==> src/hdl/vci_defs.svh <==
/*
  offsets, field positions, reset values and fixed ids of the
  virtual cpu interface control block.
  assumes a 13-bit word-aligned register window on an ahb-lite slave.
*/
// How it works
// - mode 0: eoi drops and deactivates together
// - deactivation updates entry, reports completion out
// - mode 1: eoi drops, deactivate write deactivates
// - split drop marks entry, stays active
// - shared binary point makes group 1 use the group 0 point
// - group 0 as fast request when selected
// - ack off: group 1 read gives 1022
// - ack on: group 1 read acknowledges interrupt
// - active and pending only for hypervisor entries
// - group 1 enable gates group 1 signaling
// - group 0 enable gates group 0 signaling
// - disabled group reads give spurious id
// - group taken from entry group field
`ifndef VCI_DEFS_SVH
`define VCI_DEFS_SVH

// ----------------------------------------
// register offsets
// ----------------------------------------
`define VCI_CTRL_OFS 13'h0000
`define VCI_BPR_OFS 13'h0008
`define VCI_IAR_OFS 13'h000c
`define VCI_EOIR_OFS 13'h0010
`define VCI_RPR_OFS 13'h0014
`define VCI_HPPIR_OFS 13'h0018
`define VCI_ABPR_OFS 13'h001c
`define VCI_AIAR_OFS 13'h0020
`define VCI_AEOIR_OFS 13'h0024
`define VCI_AHPPIR_OFS 13'h0028
`define VCI_DIR_OFS 13'h1000

// ----------------------------------------
// control fields and reset values
// ----------------------------------------
`define VCI_SPLIT_EOI_BIT 9
`define VCI_SHARED_BP_BIT 4
`define VCI_FIQ_BIT 3
`define VCI_ACK_BIT 2
`define VCI_EN1_BIT 1
`define VCI_EN0_BIT 0
`define VCI_CTRL_WMASK 32'h0000021f
`define VCI_CTRL_RST 32'h00000000
`define VCI_BPR_RST 3'h2
`define VCI_ABPR_RST 3'h3
`define VCI_BPR_MIN 3'h2
`define VCI_ABPR_MIN 3'h3
`define VCI_ID_SPURIOUS 10'h3ff
`define VCI_ID_GRP1_HIDDEN 10'h3fe
`define VCI_IDLE_PRIO 8'hff

`endif

==> src/hdl/vci_pkg.sv <==
/*
  shared types of the virtual cpu interface control block.
  assumes nothing of its surroundings.
*/
package vci_pkg;
  typedef enum logic [1:0] {
    lr_idle,
    lr_pend,
    lr_act,
    lr_actpend
  } vci_lr_state_t;
endpackage

==> src/hdl/vci_ahb_slv.sv <==
/*
  ahb-lite slave front end: address phase capture, write strobe in
  the data phase with one wait state, registered read data.
  assumes single word transfers; the response is always okay.
*/
`timescale 1ns/10ps
module vci_ahb_slv (
  input wire logic hclk,
  input wire logic hresetn,
  input wire logic hsel,
  input wire logic [12:0] haddr,
  input wire logic [1:0] htrans,
  input wire logic hwrite,
  input wire logic hready,
  input wire logic [31:0] rd_data,
  output logic [31:0] hrdata,
  output logic hreadyout,
  output logic hresp,
  output logic rd_stb,
  output logic wr_stb,
  output logic [12:0] acc_addr
);
  logic accept;
  logic wr_pend_r;
  logic [12:0] wr_addr_r;

  assign accept = hsel && htrans[1] && hready;
  assign rd_stb = accept && !hwrite;
  assign wr_stb = wr_pend_r;
  assign acc_addr = wr_pend_r ? wr_addr_r : haddr;

  // the wait state keeps a following read from seeing stale state
  always_ff @(posedge hclk or negedge hresetn) begin
    if (!hresetn) begin
      wr_pend_r <= 1'b0;
      wr_addr_r <= 13'h0000;
      hreadyout <= 1'b1;
    end else begin
      wr_pend_r <= accept && hwrite;
      hreadyout <= !(accept && hwrite);
      if (accept && hwrite) begin
        wr_addr_r <= haddr;
      end
    end
  end

  always_ff @(posedge hclk or negedge hresetn) begin
    if (!hresetn) begin
      hrdata <= 32'h00000000;
      hresp <= 1'b0;
    end else begin
      hresp <= 1'b0;
      if (rd_stb) begin
        hrdata <= rd_data;
      end
    end
  end
endmodule

==> src/hdl/vci_ctrl.sv <==
/*
  virtual cpu interface control: control register, binary points,
  acknowledge, end of interrupt and deactivate over ahb-lite, a small
  set of list register entries, virtual irq/fiq and completion out.
  assumes the hypervisor loads entries over the lr_load port and that
  virtual ids in the entries are unique.
*/
// Chosen here: register access over AHB-Lite and the register offsets.
`timescale 1ns/10ps
`include "vci_defs.svh"
module vci_ctrl
  import vci_pkg::*;
#(
  parameter int NUM_LR = 4
) (
  input wire logic hclk,
  input wire logic hresetn,
  input wire logic hsel,
  input wire logic [31:0] haddr,
  input wire logic [1:0] htrans,
  input wire logic hwrite,
  input wire logic [2:0] hsize,
  input wire logic [31:0] hwdata,
  input wire logic hready,
  output logic [31:0] hrdata,
  output logic hreadyout,
  output logic hresp,
  input wire logic lr_load,
  input wire logic [$clog2(NUM_LR)-1:0] lr_load_index,
  input wire vci_lr_state_t lr_load_state,
  input wire logic [9:0] lr_load_id,
  input wire logic [7:0] lr_load_prio,
  input wire logic lr_load_group,
  input wire logic lr_load_hyp,
  output logic [2*NUM_LR-1:0] lr_state,
  output logic [NUM_LR-1:0] lr_dropped,
  output logic virq,
  output logic vfiq,
  output logic dist_done,
  output logic [9:0] dist_done_id
);
  // ----------------------------------------
  // bus front end
  // ----------------------------------------
  logic rd_stb;
  logic wr_stb;
  logic [12:0] acc_addr;
  logic [31:0] rd_data;

  vci_ahb_slv u_ahb (
    .hclk(hclk),
    .hresetn(hresetn),
    .hsel(hsel),
    .haddr(haddr[12:0]),
    .htrans(htrans),
    .hwrite(hwrite),
    .hready(hready),
    .rd_data(rd_data),
    .hrdata(hrdata),
    .hreadyout(hreadyout),
    .hresp(hresp),
    .rd_stb(rd_stb),
    .wr_stb(wr_stb),
    .acc_addr(acc_addr)
  );

  // ----------------------------------------
  // list register entries
  // ----------------------------------------
  vci_lr_state_t lr_st [NUM_LR];
  logic [9:0] lr_id [NUM_LR];
  logic [7:0] lr_pr [NUM_LR];
  logic [NUM_LR-1:0] lr_grp;
  logic [NUM_LR-1:0] lr_hyp;
  logic [NUM_LR-1:0] ack_v;
  logic [NUM_LR-1:0] drop_v;
  logic [NUM_LR-1:0] deact_v;
  logic [NUM_LR-1:0] act_match;

  for (genvar i = 0; i < NUM_LR; i++) begin : g_lr
    vci_lr_entry u_lr (
      .hclk(hclk),
      .hresetn(hresetn),
      .load(lr_load && lr_load_index == i),
      .load_state(lr_load_state),
      .load_id(lr_load_id),
      .load_prio(lr_load_prio),
      .load_group(lr_load_group),
      .load_hyp(lr_load_hyp),
      .ack(ack_v[i]),
      .drop(drop_v[i]),
      .deact(deact_v[i]),
      .state_r(lr_st[i]),
      .id_r(lr_id[i]),
      .prio_r(lr_pr[i]),
      .group_r(lr_grp[i]),
      .hyp_r(lr_hyp[i]),
      .dropped_r(lr_dropped[i])
    );
    assign lr_state[2*i +: 2] = lr_st[i];
  end

  // ----------------------------------------
  // control and binary point registers
  // ----------------------------------------
  logic [31:0] ctrl_r;
  logic [2:0] bpr_r;
  logic [2:0] abpr_r;
  logic split_mode;
  logic [2:0] bp_g1;

  assign split_mode = ctrl_r[`VCI_SPLIT_EOI_BIT];
  assign bp_g1 = ctrl_r[`VCI_SHARED_BP_BIT] ? bpr_r : abpr_r;

  always_ff @(posedge hclk or negedge hresetn) begin
    if (!hresetn) begin
      ctrl_r <= `VCI_CTRL_RST;
    end else if (wr_stb && acc_addr == `VCI_CTRL_OFS) begin
      ctrl_r <= hwdata & `VCI_CTRL_WMASK;
    end
  end

  // values below the minimum are raised to it
  always_ff @(posedge hclk or negedge hresetn) begin
    if (!hresetn) begin
      bpr_r <= `VCI_BPR_RST;
      abpr_r <= `VCI_ABPR_RST;
    end else if (wr_stb) begin
      if (acc_addr == `VCI_BPR_OFS) begin
        bpr_r <= (hwdata[2:0] < `VCI_BPR_MIN) ? `VCI_BPR_MIN : hwdata[2:0];
      end
      if (acc_addr == `VCI_ABPR_OFS) begin
        abpr_r <= (hwdata[2:0] < `VCI_ABPR_MIN) ? `VCI_ABPR_MIN : hwdata[2:0];
      end
    end
  end

  // ----------------------------------------
  // running priority and highest pending
  // ----------------------------------------
  function automatic logic [7:0] gmask(input logic [2:0] bp);
    gmask = 8'(8'hff << ({1'b0, bp} + 4'h1));
  endfunction

  logic [7:0] run_pr;
  logic hp_val;
  logic [$clog2(NUM_LR)-1:0] hp_idx;
  logic h1_val;
  logic [$clog2(NUM_LR)-1:0] h1_idx;
  logic sig0;
  logic sig1;
  logic [NUM_LR-1:0] elig;

  always_comb begin
    run_pr = `VCI_IDLE_PRIO;
    for (int i = 0; i < NUM_LR; i++) begin
      if ((lr_st[i] == lr_act || lr_st[i] == lr_actpend) && !lr_dropped[i]
          && lr_pr[i] < run_pr) begin
        run_pr = lr_pr[i];
      end
    end
  end

  // only whole group priorities preempt the running one
  always_comb begin
    logic [7:0] m;
    m = 8'h00;
    for (int i = 0; i < NUM_LR; i++) begin
      m = lr_grp[i] ? gmask(bp_g1) : gmask(bpr_r);
      elig[i] = lr_st[i] == lr_pend && (lr_pr[i] & m) < (run_pr & m)
        && (lr_grp[i] ? ctrl_r[`VCI_EN1_BIT] : ctrl_r[`VCI_EN0_BIT]);
    end
  end

  // lowest index wins a tie in priority
  always_comb begin
    hp_val = 1'b0;
    hp_idx = '0;
    h1_val = 1'b0;
    h1_idx = '0;
    sig0 = 1'b0;
    sig1 = 1'b0;
    for (int i = NUM_LR - 1; i >= 0; i--) begin
      if (elig[i]) begin
        if (!hp_val || lr_pr[i] <= lr_pr[hp_idx]) begin
          hp_val = 1'b1;
          hp_idx = ($clog2(NUM_LR))'(i);
        end
        if (lr_grp[i] && (!h1_val || lr_pr[i] <= lr_pr[h1_idx])) begin
          h1_val = 1'b1;
          h1_idx = ($clog2(NUM_LR))'(i);
        end
        sig0 = sig0 || !lr_grp[i];
        sig1 = sig1 || lr_grp[i];
      end
    end
  end

  // ----------------------------------------
  // acknowledge and read data
  // ----------------------------------------
  logic hp_hidden;
  logic [9:0] iar_id;
  logic [9:0] aiar_id;

  // group 1 stays pending and hidden unless acknowledge control is set
  assign hp_hidden = hp_val && lr_grp[hp_idx] && !ctrl_r[`VCI_ACK_BIT];
  assign iar_id = !hp_val ? `VCI_ID_SPURIOUS :
    hp_hidden ? `VCI_ID_GRP1_HIDDEN : lr_id[hp_idx];
  assign aiar_id = h1_val ? lr_id[h1_idx] : `VCI_ID_SPURIOUS;

  always_comb begin
    ack_v = '0;
    if (rd_stb && acc_addr == `VCI_IAR_OFS && hp_val && !hp_hidden) begin
      ack_v[hp_idx] = 1'b1;
    end
    if (rd_stb && acc_addr == `VCI_AIAR_OFS && h1_val) begin
      ack_v[h1_idx] = 1'b1;
    end
  end

  always_comb begin
    unique case (acc_addr)
      `VCI_CTRL_OFS: rd_data = ctrl_r;
      `VCI_BPR_OFS: rd_data = {29'h0, bpr_r};
      `VCI_ABPR_OFS: rd_data = {29'h0, abpr_r};
      `VCI_IAR_OFS: rd_data = {22'h0, iar_id};
      `VCI_HPPIR_OFS: rd_data = {22'h0, iar_id};
      `VCI_AIAR_OFS: rd_data = {22'h0, aiar_id};
      `VCI_AHPPIR_OFS: rd_data = {22'h0, aiar_id};
      `VCI_RPR_OFS: rd_data = {24'h0, run_pr};
      default: rd_data = 32'h00000000;
    endcase
  end

  // ----------------------------------------
  // end of interrupt and deactivate
  // ----------------------------------------
  logic is_eoi;
  logic is_dir;

  assign is_eoi = wr_stb && (acc_addr == `VCI_EOIR_OFS || acc_addr == `VCI_AEOIR_OFS);
  assign is_dir = wr_stb && acc_addr == `VCI_DIR_OFS;

  // a deactivate write in combined mode is dropped on purpose
  always_comb begin
    for (int i = 0; i < NUM_LR; i++) begin
      act_match[i] = (lr_st[i] == lr_act || lr_st[i] == lr_actpend)
        && lr_id[i] == hwdata[9:0];
      drop_v[i] = act_match[i] && is_eoi && split_mode;
      deact_v[i] = act_match[i] && ((is_eoi && !split_mode)
        || (is_dir && split_mode));
    end
  end

  always_ff @(posedge hclk or negedge hresetn) begin
    if (!hresetn) begin
      dist_done <= 1'b0;
      dist_done_id <= 10'h000;
    end else begin
      dist_done <= |deact_v;
      if (|deact_v) begin
        dist_done_id <= hwdata[9:0];
      end
    end
  end

  // ----------------------------------------
  // virtual request outputs
  // ----------------------------------------
  always_ff @(posedge hclk or negedge hresetn) begin
    if (!hresetn) begin
      virq <= 1'b0;
      vfiq <= 1'b0;
    end else begin
      vfiq <= sig0 && ctrl_r[`VCI_FIQ_BIT];
      virq <= sig1 || (sig0 && !ctrl_r[`VCI_FIQ_BIT]);
    end
  end
endmodule

==> src/hdl/vci_lr_entry.sv <==
/*
  one list register entry: state, id, priority, group, origin and
  the priority-dropped mark.
  assumes ack, drop and deact come from the control block.
*/
`timescale 1ns/10ps
module vci_lr_entry
  import vci_pkg::*;
(
  input wire logic hclk,
  input wire logic hresetn,
  input wire logic load,
  input wire vci_lr_state_t load_state,
  input wire logic [9:0] load_id,
  input wire logic [7:0] load_prio,
  input wire logic load_group,
  input wire logic load_hyp,
  input wire logic ack,
  input wire logic drop,
  input wire logic deact,
  output vci_lr_state_t state_r,
  output logic [9:0] id_r,
  output logic [7:0] prio_r,
  output logic group_r,
  output logic hyp_r,
  output logic dropped_r
);
  always_ff @(posedge hclk or negedge hresetn) begin
    if (!hresetn) begin
      state_r <= lr_idle;
      id_r <= 10'h000;
      prio_r <= 8'h00;
      group_r <= 1'b0;
      hyp_r <= 1'b0;
      dropped_r <= 1'b0;
    end else if (load) begin
      id_r <= load_id;
      prio_r <= {load_prio[7:3], 3'h0};
      group_r <= load_group;
      hyp_r <= load_hyp;
      dropped_r <= 1'b0;
      // hardware-linked entries cannot be active and pending
      if (load_state == lr_actpend && !load_hyp) begin
        state_r <= lr_act;
      end else begin
        state_r <= load_state;
      end
    end else if (deact) begin
      dropped_r <= 1'b0;
      state_r <= (state_r == lr_actpend) ? lr_pend : lr_idle;
    end else if (ack) begin
      state_r <= lr_act;
    end else if (drop) begin
      dropped_r <= 1'b1;
    end
  end
endmodule

==> config.mk <==
export PLATFORM = sky130hd
export DESIGN_NAME = vci_ctrl
export DESIGN_NICKNAME = d
export VERILOG_FILES = /design/src/hdl/vci_pkg.sv /design/src/hdl/vci_ahb_slv.sv /design/src/hdl/vci_ctrl.sv /design/src/hdl/vci_lr_entry.sv
export VERILOG_INCLUDE_DIRS = /design/src /design/src/hdl
export SDC_FILE = /design/constraint.sdc
export NUM_CORES = 1
export LEC_CHECK = 0
export CELL_PAD_IN_SITES_DETAIL_PLACEMENT = 1
export CELL_PAD_IN_SITES_GLOBAL_PLACEMENT = 1
export CORE_MARGIN = 2
export CORE_UTILIZATION = 40
export DETAILED_ROUTE_END_ITERATION = 6
export DONT_BUFFER_PORTS = 1
export PLACE_DENSITY = 0.78
export SYNTH_ARGS = -nofsm -noshare
export SYNTH_HDL_FRONTEND = slang
export SYNTH_SLANG_ARGS = --single-unit
==> constraint.sdc <==
create_clock -name hclk -period 16.67 [get_ports hclk]
set_input_delay 3.334 -clock hclk [delete_from_list [all_inputs] [get_ports hclk]]
set_output_delay 3.334 -clock hclk [all_outputs]
set_load 0.01 [all_outputs]
Word level (Yosys, flattened, before mapping). Cells that the tools add are included.

Add/sub/neg operators: 2. Magnitude comparators: 28. Eq/ne operators: 34. Shifts and indexed selects: 2. Multiplexer cells: 123. Bitwise gates (word level): 17. Reductions and logical operators: 119.

Operator list (count): $mux 8 (20); $bmux 8 s2 (6); $mux 10 (7); $and 8x8->8 (8); $logic_and 1x1->1 (60); $pmux 10 s6 (1); $lt 8x8->1 (7); $mux 2 (28); $eq 13x5->1 const B (4); $mux 1 (50); $le 8x8->1 (6); $bmux 10 s2 (2); $eq 10x10->1 (4); $eq 13x6->1 const B (3); $eq 13x4->1 const B (2); $ge 3x3->1 const B (8); $not 2->3 (8); $reduce_bool 3->1 (8); $eq 2x2->1 const B (11); $logic_not 1->1 (21); $logic_or 1x1->1 (19); $shl 8x4->8 const A (2); $eq 13x13->1 const B (1); $logic_not 13->1 (1); 17 further kinds (38).

Register bits after elaboration: 148. Output and inout bits: 59.

Longest topological paths before layout. Gate-level depths: netlist (run 1).

Depth after elaboration: 55. Mapped depth: 74. Gate-level depth less buffers: 69.

Modules after synthesis. A second synthesis (run 1) with hierarchy kept.

Cells, all modules: 1384. Area, all modules: 13150.1 um^2.

Modules (own cells, without submodules): vci_ctrl (times used 1, cells each 1048, area an instance 7656.1 um^2); vci_lr_entry (times used 4, cells each 55, area an instance 863.3 um^2); vci_ahb_slv (times used 1, cells each 116, area an instance 2040.7 um^2).

Worst setup path before layout (run 1). OpenSTA, ideal clock, no wires.

Kind: register to register. From: register g_lr[0].u_lr.dropped_r. To: register g_lr[2].u_lr.state_r[0]. Data arrival time: 12.592 ns. Required time: 16.529 ns. Setup slack: 3.937 ns. Cell stages (with the launch flop): 66. Period minus slack after synthesis: 12.733 ns. Cells stage by stage: dfrtp_1 -> nand2b_1 -> buf_2 -> nor2_1 -> ha_1 -> or3_1 -> a21oi_1 -> a211oi_2 -> nor2_1 -> nor3_1 -> a21oi_1 -> inv_1 -> ha_1 -> or3b_2 -> nor4_1 -> nor2b_1 -> buf_2 -> o21ai_2 -> [30 not listed] -> o21ai_0 -> o22ai_1 -> buf_2 -> nand2_1 -> o211ai_1 -> o21ai_0 -> ha_1 -> nor2b_1 -> o21ai_0 -> nand2b_1 -> a211oi_1 -> or2_2 -> o21ai_1 -> o21a_1 -> o221ai_2 -> nand2_2 -> o311ai_1 -> o22ai_1.

Word-level cells in the longest chain between the ends: 52. Elaborated cells on any way between the ends: 124. Those cells by class: order compare (17); mux (58); bitwise (11); reduce/logical (38).

Ends and longest elaborated chain: from (decl) (RTL line vci_lr_entry.sv:26) `output logic dropped_r`; from (signal assigned) (RTL line vci_lr_entry.sv:35) `dropped_r <= 1'b0;`; from (signal assigned) (RTL line vci_lr_entry.sv:41) `dropped_r <= 1'b0;`; from (signal assigned) (RTL line vci_lr_entry.sv:49) `dropped_r <= 1'b0;`; $logic_not 1->1 (*) (RTL line vci_ctrl.sv:157) `if ((lr_st[i] == lr_act || lr_st[i] == lr_actpend) && !lr_dropped[i]`; $logic_and 1x1->1 (*) (RTL line vci_ctrl.sv:157); $logic_and 1x1->1 (*) (RTL line vci_ctrl.sv:158) `&& lr_pr[i] < run_pr) begin`; $mux 8 (*) (RTL line vci_ctrl.sv:157); $lt 8x8->1 (RTL line vci_ctrl.sv:158); $logic_and 1x1->1 (RTL line vci_ctrl.sv:158); $mux 8 (*) (RTL line vci_ctrl.sv:157); $lt 8x8->1 (RTL line vci_ctrl.sv:158); [36 not listed]; $mux 2 or $logic_and 1x1->1 (tied branches) (RTL line vci_ctrl.sv:184, vci_ctrl.sv:207); $lt 2x3->1 (not written as such) (tied with other cells) (RTL line vci_ctrl.sv:218) `ack_v[h1_idx] = 1'b1;`; $logic_and 1x1->1 (not written as such) or $logic_not 1->1 (tied branches) (RTL line vci_ctrl.sv:218, vci_ctrl.sv:214); $mux 1 (not written as such) or $logic_and 1x1->1 (tied branches) (RTL line vci_ctrl.sv:218, vci_ctrl.sv:214); $demux 1 s2 or $mux 4 (tied branches) (RTL line vci_ctrl.sv:218, vci_ctrl.sv:214); $or 4x4->4 (no line); $mux 4 (*) (RTL line vci_ctrl.sv:217) `` if (rd_stb && acc_addr == `VCI_AIAR_OFS && h1_val) begin ``; $reduce_bool 3->1 (no line) (*); to (signal assigned) (RTL line vci_lr_entry.sv:30) `state_r <= lr_idle;`; to (signal assigned) (RTL line vci_lr_entry.sv:44) `state_r <= lr_act;`; to (signal assigned) (RTL line vci_lr_entry.sv:46) `state_r <= load_state;`; to (decl) (RTL line vci_lr_entry.sv:21) `output vci_lr_state_t state_r,`.

Mark *: on every way between the ends. The rest lies on a longest branch, timed or not. The select of a mux whose other input is x is not followed. A chain may end at the register's enable or synchronous reset.

Worst setup path after layout (run 1). Same ends and word-level chain as after synthesis.

==> results_dict.tcl, run 1 <==
set metrics [dict create \
    seqPwrFrac 0.340 \
    cts_setup_buffers 0 \
    grt_pass1_wl_um 57800 \
    routed.top_layer "met4" \
    max_stage_delay_ns 0.62 \
    core_um2 25100 \
    cts-htree-levels 4 \
    r2r_end "g_lr[2].u_lr.state_r[0]" \
    clockPowerShare 0.299 \
    reg2reg_depth 65 \
    slew_violations 0 \
    cts_buffers 17 \
    hold_viol_final 0 \
    arrival_ns 15.88 \
    crit_slowest_cell "dfrtp_1" \
    fin_hold_ws_ns 0.479 \
    intPower_uw 749 \
    grt_max_degree 127 \
    start_util 0.407 \
    antenna_found_initial 1 \
    setup_viol 0 \
    fin_crit_sh 0.934 \
    vias_per_cell 6.30 \
    cts.sinks 126 \
    synth_flop_cell "dfrtp_1" \
    skew_ns 0.0138 \
    cts-root-buf "clkbuf_16" \
    routed_wl_um 37400 \
    pwr-share-comb 0.361 \
    die_h_um 164 \
    ys_async_sr_fraction 1.00 \
    yosysWarnings 0 \
    hp-class "reg2reg" \
    yosysSeqAreaShare 0.309 \
    area_growth_pct 8.01 \
    wl_per_cell_um 24.9 \
    vias 9463 \
    end_kind "flip-flop" \
    final_layout_size_suffix_gt1_frac 0.138 \
    syn_avg_cell_area_um2 8.65 \
    start_kind "flip-flop" \
    relSlewSlack 0.282 \
    sw_frac_of_total 0.403 \
    track_usage 0.285 \
    power.switching_uw 505 \
    tns_ns 0 \
    synthCells 1182 \
    leakage_nw 4.74 \
    fin_crit_ns 15.58 \
    hold_start "u_ahb.wr_addr_r[7]" \
    ant_nets 0 \
    dp_hpwl_um 27200 \
    final_nets 1322 \
    rows 58 \
    rsz0062_at_grt "no" \
    place_congestion 0.928 \
    total_power_mw 1.25 \
    mostFrequentLayoutCells "nand2_1, dfrtp_1, mux2_2" \
    die-width_um 164 \
    ys_ff_latch 126 \
    cts.clk_slew.worst_paths_ns 0.07 \
    fmax_mhz 64.2 \
    max_cap_violations 0 \
    routed-wl-met3_um 2630 \
    crit_fanout 13 \
    port-buffer-count 0 \
    ys_types 81 \
    required_ns 16.97 \
    io_pins 158 \
    firstDrtPassIters 6 \
    drt_iter0_drc 821 \
    met2_length_um 18000 \
    worstMarginPinSlew_ns 1.08 \
    ir_drop_uv 61.7 \
    grt_pass1_vias 9822 \
    die-area_um2 26800 \
    synth_area_um2 10200 \
    wl_met1_um 14800 \
    multiInputGateArea_um2 6600 \
    status "finished, final reports clean" \
    clkLatencyLatePin_ns 0.45 \
    detail_route.drc_violations 0 \
    r2r-start "g_lr[0].u_lr.dropped_r" \
    clockBufferDepth 2 \
    power_density_nw_per_um2 114 \
    whs_path_depth 2 \
    gr-total-overflow 0 \
    reg2reg_setup_slack_ns 1.09 \
    holdPathEnd "u_ahb.wr_addr_r[7]" \
    seq_area_um2 3160 \
    hold_buffers 0 \
    cts_tree "yes" \
    crit_type "reg2reg" \
    synth_edf_count 0 \
    n_fill_cell 2992 \
    final_common_cell "nand2_1" \
]
how the worst max path moves through the flow:
stage	cells past startpoint	slack, ns	end	start
after CTS	66	1.02	g_lr[2].u_lr.state_r[0]	g_lr[0].u_lr.dropped_r
after global placement	66	1.48	g_lr[2].u_lr.state_r[0]	g_lr[0].u_lr.dropped_r
final	65	1.09	g_lr[2].u_lr.state_r[0]	g_lr[0].u_lr.dropped_r
after global routing	66	0.18	g_lr[2].u_lr.state_r[0]	g_lr[0].u_lr.dropped_r
after floorplan	65	3.94	g_lr[2].u_lr.state_r[0]	g_lr[0].u_lr.dropped_r
after detailed placement	65	1.08	g_lr[2].u_lr.state_r[0]	g_lr[0].u_lr.dropped_r
cells by family (layout without fill, tap and decap cells):
logic type	Yosys count	in the layout	synth area share
AO/OA/AOI/OAI	297	297	0.200
multiplexers	119	119	0.126
other	1	24	0.000367
AND/OR/NAND/NOR	412	412	0.195
buffers and inverters	121	89	0.0558
adder cells (fa/ha/maj)	64	64	0.0783
flip-flops	126	126	0.309
XOR/XNOR	42	42	0.0360
sequential cells by signal, summed over array words and instances (netlist names):
name / cells
u_ahb.hrdata: 10
g_lr.u_lr.dropped_r: 4
u_ahb.wr_stb: 1
g_lr.u_lr.state_r: 8
g_lr.u_lr.group_r: 4
dist_done_id: 10
virq: 1
abpr_r: 3
dist_done: 1
u_ahb.hreadyout: 1
g_lr.u_lr.id_r: 40
ctrl_r: 6
u_ahb.wr_addr_r: 13
vfiq: 1
bpr_r: 3
g_lr.u_lr.prio_r: 20
what timing repair did:
action,4_1_cts,5_1_grt
endpoints found under the setup margin,0,3
resized for setup,0,3
hold endpoints to repair,0,0
area by class of cell:
type	instances	share of cell area
clock buffers	19	0.0401
diodes	1	0.000227
inverters	37	0.0126
well taps	330	0.0374
flip-flops and latches	126	0.286
multi-input cells	957	0.598
clock inverters	13	0.0121
repair buffers	20	0.0136
metal layers:
metal / GRT usage / up-vias
li1: - / 4228
met5: 0 / -
met3: 0.0652 / 133
met4: 0.155 / 0
met1: 0.339 / 4726
met2: 0.476 / 376
worst max-delay path: cells and delay by family (launching register included):
family          cells  cell delay, ns
simple gates       17            3.47
buf+inv             5            0.79
mux                 3            1.06
compound gates     33            7.51
flops               1            0.62
fa+ha+maj           7            1.92
synthesized netlist by cell type (12+ instances only):
master      n  share of area
a211oi_1   15          0.011
a21oi_1    60          0.029
a222oi_1   13          0.013
and2_1     24          0.015
buf_2      12         0.0059
buf_4      27          0.020
clkbuf_1   42          0.015
dfrtp_1   122           0.30
ha_1       64          0.078
inv_1      37          0.014
mux2_2     77          0.085
mux2i_1    41          0.040
nand2_1   165          0.061
nand2b_1   16         0.0098
nand3_1    13         0.0064
nand4_1    14         0.0086
nor2_1     71          0.026
nor2b_1    20          0.012
nor3_1     25          0.012
o211ai_1   14          0.010
o21a_1     19          0.014
o21ai_0    63          0.031
o21ai_1    12         0.0059
or2_2      12         0.0073
xnor2_1    42          0.036
stage by stage:
stage / instance area [µm²] / utilization / setup slack [ns] / std cells
floorplan: 10300 / - / 3.94 / 1204
global placement: 10400 / 0.416 / 1.48 / 1470
detailed placement: 10400 / 0.416 / 1.08 / 1470
CTS: 11000 / 0.439 / 1.02 / 1502
global route: 11000 / 0.440 / 0.184 / 1502
finish: 11000 / 0.440 / 1.09 / 1503
power by group through the flow:
| stage | logic (mW) | clock network [mW] | registers (mW) |
|---|---|---|---|
| after floorplan | 0.341 | 0 | 0.384 |
| final | 0.453 | 0.375 | 0.426 |
| after global routing | 0.501 | 0.392 | 0.431 |
| after global placement | 0.417 | 0 | 0.426 |
| after CTS | 0.442 | 0.377 | 0.424 |
| after detailed placement | 0.437 | 0 | 0.429 |
No activity file was read; power rests on OpenSTA's default activity.
==> run 2: changes to the inputs <==
--- a/config.mk
+++ b/config.mk
@@ -10,9 +10,11 @@
 export CELL_PAD_IN_SITES_GLOBAL_PLACEMENT = 1
 export CORE_MARGIN = 2
 export CORE_UTILIZATION = 40
+export CTS_BUF_LIST = sky130_fd_sc_hd__clkbuf_4 sky130_fd_sc_hd__clkbuf_8 sky130_fd_sc_hd__clkbuf_16
 export DETAILED_ROUTE_END_ITERATION = 6
 export DONT_BUFFER_PORTS = 1
 export PLACE_DENSITY = 0.78
+export REMOVE_ABC_BUFFERS = 1
 export SYNTH_ARGS = -nofsm -noshare
 export SYNTH_HDL_FRONTEND = slang
 export SYNTH_SLANG_ARGS = --single-unit
==> results_dict.tcl, run 2 (same netlist as run 1, synthesis figures left out) <==
set metrics [dict create \
    die-width_um 164 \
    skew_ns 0.00982 \
    cts_buffers 17 \
    status "finished, final reports clean" \
    vias_per_cell 6.34 \
    crit_fanout 11 \
    vias 9508 \
    cts-htree-levels 4 \
    io_pins 158 \
    detail_route.drc_violations 0 \
    cts.clk_slew.worst_paths_ns 0.07 \
    antenna_cells 0 \
    endpoint "g_lr[2].u_lr.state_r[0]" \
    leakage_nw 4.75 \
    firstDrtPassIters 6 \
    hold_buffers 0 \
    drt_iter0_drc 934 \
    clkLatencyLatePin_ns 0.43 \
    wl_per_cell_um 24.9 \
    ir_drop_uv 75.8 \
    cts_setup_buffers 0 \
    sw_frac_of_total 0.410 \
    max_stage_delay_ns 0.62 \
    stdcell_count 1499 \
    track_usage 0.282 \
    reg2reg_depth 67 \
    antenna_found_initial 0 \
    pwr-share-comb 0.359 \
    required_ns 16.95 \
    fmax_mhz 64.0 \
    port-buffer-count 0 \
    largest_reg_flops 40 \
    clockBufferDepth 2 \
    rows 58 \
    hold_start "u_ahb.wr_addr_r[0]" \
    area_growth_pct 8.19 \
    crit_top_cell "a21oi_1" \
    die_h_um 164 \
    hold_viol_final 0 \
    final_nets 1319 \
    crit_type "reg2reg" \
    crit_slowest_cell "dfrtp_1" \
    setup_viol 0 \
    clockPowerShare 0.309 \
    reg_top3 "g_lr.u_lr.id_r (40), g_lr.u_lr.prio_r (20), u_ahb.wr_addr_r (13)" \
    cts.sinks 126 \
    max_cap_violations 0 \
    start_util 0.407 \
    end_kind "flip-flop" \
    relSlewSlack 0.315 \
    dp_hpwl_um 27200 \
    intPower_uw 756 \
    cts_resized 0 \
    fin_crit_sh 0.937 \
    r2r_end "g_lr[2].u_lr.state_r[0]" \
    power_density_nw_per_um2 116 \
    start_kind "flip-flop" \
    crit_path_start "g_lr[0].u_lr.dropped_r" \
    die-area_um2 26800 \
    final_area_um2 11100 \
    arrival_ns 15.91 \
    r2r-start "g_lr[0].u_lr.dropped_r" \
    regMostFlops "g_lr.u_lr.id_r" \
    worstMarginPinSlew_ns 1.03 \
    grt_max_degree 127 \
    seqPwrFrac 0.332 \
    power.switching_uw 526 \
    cts_tree "yes" \
    slew_violations 0 \
    reg2reg_setup_slack_ns 1.04 \
    ant_nets 0 \
    final_common_cell "nand2_1" \
    mostFrequentLayoutCells "nand2_1, dfrtp_1, mux2_2" \
    dp_cells 1467 \
    placed_area_um2 10400 \
    gr-total-overflow 0 \
    core_um2 25100 \
    final_layout_size_suffix_gt1_frac 0.139 \
    grt_pass1_vias 9867 \
    place_congestion 0.951 \
    cts-root-buf "clkbuf_16" \
    grt_pass1_wl_um 57300 \
    routed_wl_um 37400 \
    hp-class "reg2reg" \
    fin_crit_ns 15.63 \
]
## run 2: cell types whose count changed in the layout (fill, tap and decap cells not counted), moves of 2 or more
cell	delta
nor2_2	+2
nor2_1	-2
inv_8	+5
clkinv_4	-5
clkinv_8	+2
clkinvlp_4	-2
inv_6	+3
buf_4	-3
## run 2: power groups by stage
| stage | Sequential, mW | Combinational [mW] | Clock, mW |
|---|---|---|---|
| after CTS | 0.423 | 0.448 | 0.400 |
| after global routing | 0.429 | 0.509 | 0.410 |
| after global placement | 0.426 | 0.420 | 0 |
| final | 0.425 | 0.461 | 0.397 |
| after detailed placement | 0.428 | 0.443 | 0 |
| after floorplan | 0.392 | 0.322 | 0 |
## run 2: worst min path at each step
| stage | to | slack (ns) | cells past startpoint |
|---|---|---|---|
| 6_report | u_ahb.wr_addr_r[0] | 0.48 | 2 |
| 5_1_grt | u_ahb.wr_addr_r[0] | 0.52 | 2 |
| 4_1_cts | u_ahb.wr_addr_r[0] | 0.48 | 2 |
| 3_5_place_dp | u_ahb.wr_addr_r[0] | 0.46 | 2 |
| 3_3_place_gp | u_ahb.wr_addr_r[7] | 0.46 | 2 |
| 2_1_floorplan | u_ahb.wr_addr_r[8] | 0.45 | 2 |
## run 2: area by class of cell
cell class                 instances  area, µm²
clock buffer                      17        425
clock inverter                    15        185
fill                            3000      14100
inverter                          37        139
multi-input combinational        957       6610
sequential                       126       3160
tap                              330        413
timing repair buffer              17        128
## run 2: metal layers
metal	vias to the layer above	share of wire	track usage	wire length, µm
met2	391	0.48	0.478	18000
met4	0	0.052	0.148	1930
met5	-	0	0	0
li1	4209	-	-	-
met1	4773	0.40	0.343	15000
met3	135	0.066	0.0480	2470
## run 2: stage by stage
step	setup TNS [ns]	setup WS (ns)	total power, mW	hold WS [ns]	utilization
2_1_floorplan	0	3.83	0.714	0.446	-
3_3_place_gp	0	1.17	0.846	0.460	0.415
3_5_place_dp	0	0.809	0.871	0.465	0.415
4_1_cts	0	0.741	1.27	0.484	0.439
5_1_grt	-0.0409	-0.0409	1.35	0.523	0.440
6_report	0	1.04	1.28	0.480	0.440
## run 2: worst max-delay path, delay by kind of cell (launching register included)
family | cells | cell delay, ns
AOI/OAI and AO/OA | 32 | 6.94
adders and majority gates | 7 | 1.85
buffers and inverters | 3 | 0.48
DFF | 1 | 0.62
muxes | 3 | 0.89
and+or+nand+nor | 22 | 4.66
==> run 3: changes to the inputs <==
--- a/config.mk
+++ b/config.mk
@@ -13,7 +13,7 @@
 export CTS_BUF_LIST = sky130_fd_sc_hd__clkbuf_4 sky130_fd_sc_hd__clkbuf_8 sky130_fd_sc_hd__clkbuf_16
 export DETAILED_ROUTE_END_ITERATION = 6
 export DONT_BUFFER_PORTS = 1
-export PLACE_DENSITY = 0.78
+export PLACE_DENSITY = 0.67
 export REMOVE_ABC_BUFFERS = 1
 export SYNTH_ARGS = -nofsm -noshare
 export SYNTH_HDL_FRONTEND = slang
==> results_dict.tcl, run 3 (same netlist as run 1, synthesis figures left out) <==
set metrics [dict create \
    ir_drop_uv 65.5 \
    drt_iter0_drc 695 \
    mostFrequentLayoutCells "nand2_1, dfrtp_1, mux2_2" \
    core_um2 25100 \
    skew_ns 0.0180 \
    setup_viol 0 \
    largest_reg_flops 40 \
    cts_buffers 17 \
    reg_top3 "g_lr.u_lr.id_r (40), g_lr.u_lr.prio_r (20), u_ahb.wr_addr_r (13)" \
    area_growth_pct 9.43 \
    grt_pass1_wl_um 58000 \
    reg2reg_depth 69 \
    antenna_cells 0 \
    worstMarginPinSlew_ns 0.937 \
    leakage_nw 4.83 \
    antenna_found_initial 1 \
    clockBufferDepth 2 \
    die_h_um 164 \
    cts_setup_buffers 0 \
    power.switching_uw 502 \
    r2r-start "g_lr[0].u_lr.dropped_r" \
    die-width_um 164 \
    cts-htree-levels 4 \
    dp_cells 1481 \
    place_congestion 0.928 \
    regMostFlops "g_lr.u_lr.id_r" \
    dp_slack_ns 0.975 \
    firstDrtPassIters 5 \
    cts_tree "yes" \
    holdPathEnd "u_ahb.wr_addr_r[1]" \
    max_stage_delay_ns 0.58 \
    vias_per_cell 6.13 \
    end_kind "flip-flop" \
    power_density_nw_per_um2 116 \
    crit_slowest_cell "dfrtp_1" \
    crit_fanout 11 \
    whs_path_depth 2 \
    fmax_mhz 64.2 \
    wl_per_cell_um 25.0 \
    final_nets 1333 \
    cts.clk_slew.worst_paths_ns 0.07 \
    cts-root-buf "clkbuf_16" \
    start_util 0.407 \
    stdcell_count 1513 \
    clockPowerShare 0.323 \
    max_cap_violations 0 \
    dp_hpwl_um 27600 \
    vias 9272 \
    postLayoutSetupSlackWorst_ns 1.08 \
    fin_crit_sh 0.935 \
    hold_start "u_ahb.wr_addr_r[1]" \
    arrival_ns 15.87 \
    relSlewSlack 0.376 \
    fin_crit_ns 15.59 \
    grt_max_degree 127 \
    grt_pass1_vias 9734 \
    detail_route.drc_violations 0 \
    hp-class "reg2reg" \
    intPower_uw 796 \
    start_kind "flip-flop" \
    gr-total-overflow 0 \
    crit_type "reg2reg" \
    hold_viol_final 0 \
    clkLatencyLatePin_ns 0.43 \
    critPathBufInv 5 \
    status "finished, final reports clean" \
    port-buffer-count 0 \
    cts.sinks 126 \
    final_layout_size_suffix_gt1_frac 0.148 \
    rsz0062_at_grt "no" \
    r2r_end "g_lr[1].u_lr.state_r[1]" \
    cts_resized 0 \
    final_common_cell "nand2_1" \
    pwr-share-comb 0.355 \
    hold_buffers 0 \
    slew_violations 0 \
    seqPwrFrac 0.323 \
    sw_frac_of_total 0.387 \
    track_usage 0.289 \
    ant_nets 0 \
    cp_top_family "compound AO/OA/AOI/OAI gates" \
    reg2reg_setup_slack_ns 1.08 \
    routed_wl_um 37900 \
    tns_ns 0 \
    n_fill_cell 2990 \
    rows 58 \
    required_ns 16.96 \
    die-area_um2 26800 \
    io_pins 158 \
]
run 3: layout make-up:
cell class / instances / area (µm²) / share of cell area
clock buffers: 18 / 433 / 0.0387
inverters: 37 / 139 / 0.0124
clock inverters: 14 / 206 / 0.0185
well taps: 330 / 413 / 0.0369
flip-flops and latches: 126 / 3160 / 0.282
multi-input cells: 957 / 6600 / 0.590
repair buffers: 31 / 233 / 0.0208
run 3: worst min-delay path, stage by stage, from the launching register on:
cell,delay [ns]
dfrtp_1,0.34
nand2_1,0.05
nand2_1,0.06
run 3: worst max-delay path by stage:
stage / end / cells past startpoint / start
final: g_lr[1].u_lr.state_r[1] / 69 / g_lr[0].u_lr.dropped_r
after global routing: g_lr[1].u_lr.state_r[1] / 69 / g_lr[0].u_lr.dropped_r
after CTS: g_lr[1].u_lr.state_r[1] / 70 / g_lr[0].u_lr.dropped_r
after detailed placement: g_lr[1].u_lr.state_r[1] / 70 / g_lr[0].u_lr.dropped_r
after global placement: g_lr[1].u_lr.state_r[1] / 70 / g_lr[0].u_lr.dropped_r
after floorplan: g_lr[2].u_lr.state_r[0] / 61 / g_lr[0].u_lr.dropped_r
run 3: layer usage:
layer | share of wire | wire length (µm) | track usage
met5 | 0 | 0 | 0
met1 | 0.42 | 15900 | 0.360
met4 | 0.040 | 1500 | 0.120
met2 | 0.48 | 18100 | 0.490
met3 | 0.063 | 2400 | 0.0571
run 3: per-stage QoR:
step	power [mW]	area (µm²)	utilization	hold slack, ns
finish	1.30	11200	0.445	0.480
global route	1.37	11200	0.445	0.510
CTS	1.29	11200	0.445	0.490
detailed placement	0.872	10500	0.419	0.474
global placement	0.859	10500	0.419	0.461
floorplan	0.714	9870	-	0.446
run 3: power groups by stage:
stage               Clock [mW]  Combinational, mW  Sequential [mW]
floorplan                    0              0.322            0.392
global placement             0              0.438            0.421
detailed placement           0              0.449            0.423
CTS                      0.422              0.454            0.418
global route             0.435              0.510            0.425
finish                   0.419              0.460            0.419
